`src/swc_pkg.sv`:
```
package swc_pkg;
	// register offsets on the internal i/o port
	localparam logic [7:0] SWC_IRQCTL_OFF = 8'h34;
	localparam logic [7:0] SWC_IOC_OFF    = 8'h3f;
	localparam logic [7:0] SWC_CPUCTL_OFF = 8'h1f;
	// interrupt_trap_control fields
	localparam int SWC_IRQCTL_EN_LSB    = 0;
	localparam int SWC_IRQCTL_CAUSE_LSB = 3;
	// cpu_control_reg fields
	localparam int SWC_CPUCTL_BRWE_BIT  = 5;
	localparam int SWC_CPUCTL_D6_BIT    = 6;
	localparam int SWC_CPUCTL_D3_BIT    = 3;
	// io_control fields
	localparam int SWC_IOC_STOP_BIT     = 5;
	// values after reset
	localparam logic [7:0] SWC_IRQCTL_RST = 8'h01;
	localparam logic [7:0] SWC_IOC_RST    = 8'h00;
	localparam logic [7:0] SWC_CPUCTL_RST = 8'h00;
	// oscillator stabilization interval in clocks
	localparam int SWC_STAB_CLOCKS = 2 ** 17;
	localparam int SWC_NUM_IRQ     = 3;

	typedef enum logic [2:0] {
		SWC_RUN,
		SWC_STANDBY,
		SWC_STAB,
		SWC_HELD,
		SWC_RECLAIM
	} swc_state_t;
endpackage : swc_pkg

```
`src/swc_stab_if.sv`:
```
`timescale 1ns/10ps
interface swc_stab_if;
	logic load;
	logic done;
	modport ctl (output load, input done);
	modport cnt (input load, output done);
endinterface : swc_stab_if

```
`src/swc_stab_counter.sv`:
```
`timescale 1ns/10ps
module swc_stab_counter
	import swc_pkg::*;
#(
	parameter int CYCLES = SWC_STAB_CLOCKS
) (
	// clock and reset
	input  wire logic clk,
	input  wire logic sys_rst,
	// control
	swc_stab_if.cnt   stab
);
	localparam int W = $clog2(CYCLES + 1);
	localparam logic [W-1:0] LOAD_VAL = W'(CYCLES - 1);

	logic [W-1:0] cnt_r;
	logic         run_r;
	wire          at_zero = (cnt_r == '0);

	// a load while running restarts the interval from the top
	always_ff @(posedge clk) begin
		if (sys_rst) begin
			cnt_r <= '0;
			run_r <= 1'b0;
		end else if (stab.load) begin
			cnt_r <= LOAD_VAL;
			run_r <= 1'b1;
		end else if (run_r) begin
			cnt_r <= at_zero ? cnt_r : cnt_r - W'(1);
			run_r <= !at_zero;
		end
	end

	assign stab.done = run_r && at_zero;
endmodule : swc_stab_counter

```
`src/swc_standby_wake.sv`:
```
`timescale 1ns/10ps
module swc_standby_wake
	import swc_pkg::*;
#(
	parameter int STAB_CYCLES = SWC_STAB_CLOCKS
) (
	// clock and reset
	input  wire logic       clk,
	input  wire logic       sys_rst,
	// internal i/o register port
	input  wire logic [7:0] io_addr,
	input  wire logic       io_wr,
	input  wire logic       io_rd,
	input  wire logic [7:0] io_wdata,
	output logic      [7:0] io_rdata,
	// cpu core
	input  wire logic       sleep_exec,
	input  wire logic       global_irq_enable_flag,
	output logic            nmi_ack_start,
	output logic            irq_ack_start,
	output logic      [1:0] irq_ack_id,
	output logic            sleep_resume,
	output logic            idle_select,
	// clocking
	output logic            osc_enable,
	output logic            clk_run,
	// pins
	input  wire logic       bus_hold_request_n,
	input  wire logic       nmi_n,
	input  wire logic       maskable_irq0_in_n,
	input  wire logic       maskable_irq1_in_n,
	input  wire logic       maskable_irq2_in_n,
	output logic            bus_hold_grant_n,
	output logic            bus_oe,
	output logic            bus_park_high
);
	localparam int N = SWC_NUM_IRQ;

	swc_state_t state_r, state_nxt;
	logic [7:0] irqctl_r, ioc_r, cpuctl_r, rdata_r;
	logic [N+1:0] s1_r, s2_r;
	logic nmi_d_r, nmi_lat_r, grant_n_r;
	logic cause_bus_r, cause_irq_r;
	logic nmi_ack_r, irq_ack_r, resume_r;
	logic [1:0] ack_id_r;

	swc_stab_if stab ();
	swc_stab_counter #(.CYCLES(STAB_CYCLES)) u_cnt (
		.clk     (clk),
		.sys_rst (sys_rst),
		.stab    (stab)
	);

	// pin inputs pass two flops; only the second stage is used
	wire [N+1:0] pins_in = {~nmi_n, ~bus_hold_request_n, ~maskable_irq2_in_n,
		~maskable_irq1_in_n, ~maskable_irq0_in_n};
	always_ff @(posedge clk) begin
		if (sys_rst) begin
			s1_r <= '0;
			s2_r <= '0;
		end else begin
			s1_r <= pins_in;
			s2_r <= s1_r;
		end
	end

	wire [N-1:0] irq_lvl  = s2_r[N-1:0];
	wire         breq     = s2_r[N];
	wire         nmi_lvl  = s2_r[N+1];
	wire         nmi_fall = nmi_lvl && !nmi_d_r;
	wire [N-1:0] irq_en   = irqctl_r[SWC_IRQCTL_EN_LSB +: N];
	wire         brwe     = cpuctl_r[SWC_CPUCTL_BRWE_BIT];

	// register decode
	wire sel_irqctl = (io_addr == SWC_IRQCTL_OFF);
	wire sel_ioc    = (io_addr == SWC_IOC_OFF);
	wire sel_cpuctl = (io_addr == SWC_CPUCTL_OFF);
	wire [7:0] irqctl_view = {2'b00, cause_irq_r, cause_bus_r, nmi_lat_r, irqctl_r[N-1:0]};
	wire [7:0] rd_mux = sel_irqctl ? irqctl_view : sel_ioc ? ioc_r
		: sel_cpuctl ? cpuctl_r : 8'h00;

	always_ff @(posedge clk) begin
		if (sys_rst) begin
			irqctl_r <= SWC_IRQCTL_RST;
			ioc_r    <= SWC_IOC_RST;
			cpuctl_r <= SWC_CPUCTL_RST;
			rdata_r  <= 8'h00;
		end else begin
			if (io_wr && sel_irqctl)
				irqctl_r <= {5'h00, io_wdata[N-1:0]};
			if (io_wr && sel_ioc)
				ioc_r <= io_wdata;
			if (io_wr && sel_cpuctl)
				cpuctl_r <= io_wdata;
			if (io_rd)
				rdata_r <= rd_mux;
		end
	end

	// wake qualification; masked inputs are ignored regardless of the global flag
	wire wake_bus  = brwe && breq;
	wire [N-1:0] irq_live_v = irq_en & irq_lvl;
	wire irq_live  = |irq_live_v;
	wire wake_any  = wake_bus || nmi_fall || nmi_lat_r || irq_live;
	wire standby_cfg = cpuctl_r[SWC_CPUCTL_D6_BIT] && cpuctl_r[SWC_CPUCTL_D3_BIT];
	wire done      = stab.done;
	wire [1:0] live_id = irq_live_v[0] ? 2'd0 : irq_live_v[1] ? 2'd1 : 2'd2;

	// decision when the counter expires, nmi first
	wire go_nmi    = done && nmi_lat_r;
	wire go_irq    = done && !nmi_lat_r && cause_irq_r && irq_live;
	wire go_bus    = done && !nmi_lat_r && !go_irq && cause_bus_r;
	wire abandon   = done && !nmi_lat_r && !go_irq && !cause_bus_r;

	always_comb begin
		state_nxt = state_r;
		unique case (state_r)
			SWC_RUN:
				if (breq)
					state_nxt = SWC_HELD;
				else if (sleep_exec && standby_cfg)
					state_nxt = SWC_STANDBY;
			SWC_STANDBY:
				if (wake_any)
					state_nxt = SWC_STAB;
			SWC_STAB:
				if (go_bus)
					state_nxt = SWC_HELD;
				else if (abandon)
					state_nxt = SWC_STANDBY;
				else if (done)
					state_nxt = SWC_RUN;
			SWC_HELD:
				if (!breq)
					state_nxt = SWC_RECLAIM;
			SWC_RECLAIM:
				state_nxt = SWC_RUN;
		endcase
	end

	assign stab.load = (state_r == SWC_STANDBY) && wake_any;

	always_ff @(posedge clk) begin
		if (sys_rst) begin
			state_r   <= SWC_RUN;
			nmi_d_r   <= 1'b0;
			nmi_lat_r <= 1'b0;
			grant_n_r <= 1'b1;
		end else begin
			state_r   <= state_nxt;
			nmi_d_r   <= nmi_lvl;
			// a new edge in the consuming cycle keeps the latch set
			if (nmi_fall && state_r != SWC_RUN)
				nmi_lat_r <= 1'b1;
			else if (go_nmi)
				nmi_lat_r <= 1'b0;
			// grant one cycle after the bus floats, dropped as it is reclaimed
			grant_n_r <= !(state_r == SWC_HELD && state_nxt == SWC_HELD);
		end
	end

	// wake cause captured at exit, held for software to read
	always_ff @(posedge clk) begin
		if (sys_rst) begin
			cause_bus_r <= 1'b0;
			cause_irq_r <= 1'b0;
		end else if (stab.load) begin
			cause_bus_r <= wake_bus;
			cause_irq_r <= irq_live;
		end
	end

	always_ff @(posedge clk) begin
		if (sys_rst) begin
			nmi_ack_r <= 1'b0;
			irq_ack_r <= 1'b0;
			resume_r  <= 1'b0;
			ack_id_r  <= 2'd0;
		end else begin
			nmi_ack_r <= go_nmi;
			irq_ack_r <= go_irq && global_irq_enable_flag;
			resume_r  <= (go_irq && !global_irq_enable_flag) || (state_r == SWC_RECLAIM);
			ack_id_r  <= go_irq ? live_id : ack_id_r;
		end
	end

	assign io_rdata         = rdata_r;
	assign nmi_ack_start    = nmi_ack_r;
	assign irq_ack_start    = irq_ack_r;
	assign irq_ack_id       = ack_id_r;
	assign sleep_resume     = resume_r;
	// software alone chooses idle; this only reports the selection
	assign idle_select      = !cpuctl_r[SWC_CPUCTL_D6_BIT] && cpuctl_r[SWC_CPUCTL_D3_BIT]
		&& ioc_r[SWC_IOC_STOP_BIT];
	assign osc_enable       = (state_r != SWC_STANDBY);
	assign clk_run          = (state_r != SWC_STANDBY) && (state_r != SWC_STAB);
	assign bus_hold_grant_n = grant_n_r;
	assign bus_oe           = (state_r != SWC_HELD);
	assign bus_park_high    = (state_r == SWC_RECLAIM);
endmodule : swc_standby_wake

```
`config.mk`:
```
export PLATFORM = sky130hd
export DESIGN_NAME = swc_standby_wake
export DESIGN_NICKNAME = d
export VERILOG_FILES = /design/src/swc_pkg.sv /design/src/swc_stab_if.sv /design/src/swc_stab_counter.sv /design/src/swc_standby_wake.sv
export SDC_FILE = /design/constraint.sdc
export NUM_CORES = 1
export LEC_CHECK = 0
export BUFFER_PORTS_ARGS = -buffer_cell sky130_fd_sc_hd__clkbuf_2
export CORE_MARGIN = 2
export CORE_UTILIZATION = 35
export CTS_BUF_LIST = sky130_fd_sc_hd__clkbuf_8
export DETAILED_ROUTE_END_ITERATION = 8
export PLACE_DENSITY = 0.5
export SLEW_MARGIN = 15
export SYNTH_ARGS = -nofsm -noshare
export SYNTH_HDL_FRONTEND = slang
export SYNTH_SLANG_ARGS = --single-unit
```
`constraint.sdc`:
```
create_clock -name clk -period 4.75 [get_ports clk]
set_clock_uncertainty 0.05 [all_clocks]
set_input_delay 0.475 -clock clk [delete_from_list [all_inputs] [get_ports clk]]
set_output_delay 0.475 -clock clk [all_outputs]
set_load 0.02 [all_outputs]
```
==> reports/results.ini <==
[status]
status=complete, no violations

[synth]
synth_cell_types=54
synth_nets=374
ys_seq_area_share_pct=44.9
synth_area_per_cell_um2=8.91
synth-edff-count=0
postSynthCellCount=345
synthFlopType=dfxtp_1
ys_seq_elements=69
yosys-top-cells-area=dfxtp_1 45%, mux2i_1 7.8%, a21oi_1 5.2%
synth_top_area_share_pct=44.9
yosysMostFrequentCell=dfxtp_1
yosys.area.top_type=dfxtp_1
synth_top_cells_by_count=69 x dfxtp_1, 41 x nor2_1, 32 x a21oi_1, 24 x mux2i_1, 23 x nand2_1
netlist_area_mm2=0.00307
async_flop_share_pct=0
yosys_warnings=0

[pwr]
clock_power_share_pct=39.2
p_sw_w=0.000342
seqPwrFrac_pct=47.8
power.density_mw_per_mm2=361
comb_power_share_pct=13.0
peakVddDrop_mv=0.169
internal_power_w=0.000949
p_sw_share_pct=26.5
p_leak_nw=1.43

[sta]
whs_ns=0.226
slew_violations=0
final_hold_viol_count=0
post-route-period-util_pct=51.4
rsz0062_at_grt=false
final-setup-viol-count=0
relSlewSlack_pct=37.9
period_minus_slack_ns=2.44
worstMarginPinSlew_ns=0.931
fmaxAchievable_mhz=410
finalWorstSetupSlack_ns=2.31
finalSetupTns_ns=0

[cells_and_area]
fill_cells=889
fin_nets=410
final_area_mm2=0.00357
ff_latch_area_mm2=0.00138
area_delta_synth_final_pct=16.2
multiInputGateArea_mm2=0.00159
drive_above_1_share_pct=19.2
antenna_cells=0
utilization_pct=41.4

[global_route]
grt_first_pass_wirelength_um=12000
gr-usage-all-layers_pct=15.7
grt_pass1_vias=2423
antenna_found_initial=0
overflow=0
grt_max_degree=47

[die]
die_area_mm2=0.00955
die_x_um=97.7
start_util_pct=35.6
rows=34
pin_count=46
core_mm2=0.00864
die_h_um=97.7

[setup_path]
cp-start-kind=flip-flop
arrival_ns=2.64
end_kind=flip-flop
cp_data_required_time_ns=4.95
crit_type=reg -> reg
crit_fanout=15

[clock_tree]
clk_path_buf_depth=2
clock_latency_ns=0.34
cts_resized=0
cts_num_sinks=69
ctsHtreeMaxLevel=3
cts_setup_buffers=0
hold_buffers=0
clkTransAtPathRegs_ns=0.07
cts_buffers=9
cts_root_buffer=clkbuf_8
cts_tree=built

[route]
drtIter0Drc=64
num_vias=2492
wire_per_inst_um=14.4
via_per_inst=5.04
drt_wl_total_um=7100
final_antenna_net_count=0
firstDrtPassIters=6
drc=0

[placement]
post-place-ws_ns=2.10
gp_congestion=0.780
placed_cell_area_mm2=0.00336
hpwl_um=4970
numPortBuffers=45

[hold_path]
hp-class=in -> reg

[run]
cap_violations=0

[placed cells by master (no fill, tap or decap), types with 3 or more instances in the layout]
cell / instances
a21oi_1: 32
nor4_1: 6
nand3_1: 7
nor2b_1: 15
nand2_1: 23
o21ai_0: 11
inv_1: 9
or2_2: 3
mux2i_1: 24
nand2b_1: 6
dfxtp_1: 69
nor3b_1: 5
and4_1: 3
nand4_1: 5
nor3_1: 6
a21o_1: 3
or3_1: 3
clkinv_2: 3
clkbuf_8: 9
xnor2_1: 10
a311oi_1: 3
nor2_1: 41
clkbuf_2: 45
xor2_1: 4
[metal layers]
| layer | global-route usage (%) | wire [um] | vias to the layer above |
|---|---|---|---|
| met5 | 0 | 0 | - |
| met4 | 7.26 | 124 | 0 |
| met3 | 3.60 | 250 | 10 |
| met2 | 23.6 | 3090 | 38 |
| met1 | 21.6 | 3640 | 1150 |
| li1 | - | - | 1294 |
[state kept, by name, summed over array words and instances, names as in the netlist]
register,cells
nmi_d_r,1
irqctl_r,3
nmi_ack_start,1
sleep_resume,1
u_cnt.cnt_r,18
s2_r,5
irq_ack_start,1
nmi_lat_r,1
cpuctl_r,8
cause_bus_r,1
cause_irq_r,1
bus_hold_grant_n,1
s1_r,5
ioc_r,8
irq_ack_id,2
u_cnt.run_r,1
io_rdata,8
state_r,3
[power groups by stage]
stage / Combinational (W) / Clock (W) / Sequential [W]
after floorplan: 0.000133 / 0 / 0.000621
after global placement: 0.000164 / 0 / 0.000630
after detailed placement: 0.000167 / 0 / 0.000630
after CTS: 0.000168 / 0.000522 / 0.000617
after global routing: 0.000186 / 0.000547 / 0.000620
final: 0.000167 / 0.000507 / 0.000617
[logic make-up (layout without fill, tap and decap cells)]
logic type	count (synthesis)	in the layout	synth area share, %
AND/OR/NAND/NOR	141	141	25.2
flip-flops	69	69	44.9
AO/OA/AOI/OAI	65	65	13.0
buffers and inverters	28	69	3.50
multiplexers	26	26	8.55
XOR/XNOR	14	14	3.99
adder cells (fa/ha/maj)	2	2	0.814
[worst max-delay path, cell delays in order, from the launching register on]
cell,delay (ns)
dfxtp_1,0.36
nor4_2,0.43
and4_1,0.59
nand3_2,0.17
or4_4,0.50
a221oi_2,0.24
[stage by stage]
stage | cells | total power [W]
floorplan | 345 | 0.000754
global placement | 478 | 0.000794
detailed placement | 478 | 0.000798
CTS | 494 | 0.00131
global route | 494 | 0.00135
finish | 494 | 0.00129
[final cells by class]
cell class	instances	area share, %
clock inverters	7	2.31
well taps	108	3.78
flip-flops and latches	69	38.7
clock buffers	9	3.47
multi-input cells	248	44.5
inverters	7	0.735
repair buffers	46	6.51
[path summary, 6_finish.rpt]
| path | end | cells after the start | slack (ns) | from |
|---|---|---|---|---|
| setup reg to reg | state_r[0] | 5 | 2.31 | u_cnt.cnt_r[8] |
| hold / removal | s1_r[3] | 2 | 0.23 | bus_hold_request_n |
| hold reg to reg | s2_r[1] | 1 | 0.39 | s1_r[1] |
| setup / recovery | state_r[0] | 5 | 2.31 | u_cnt.cnt_r[8] |
No activity file was read; power rests on OpenSTA's default activity.
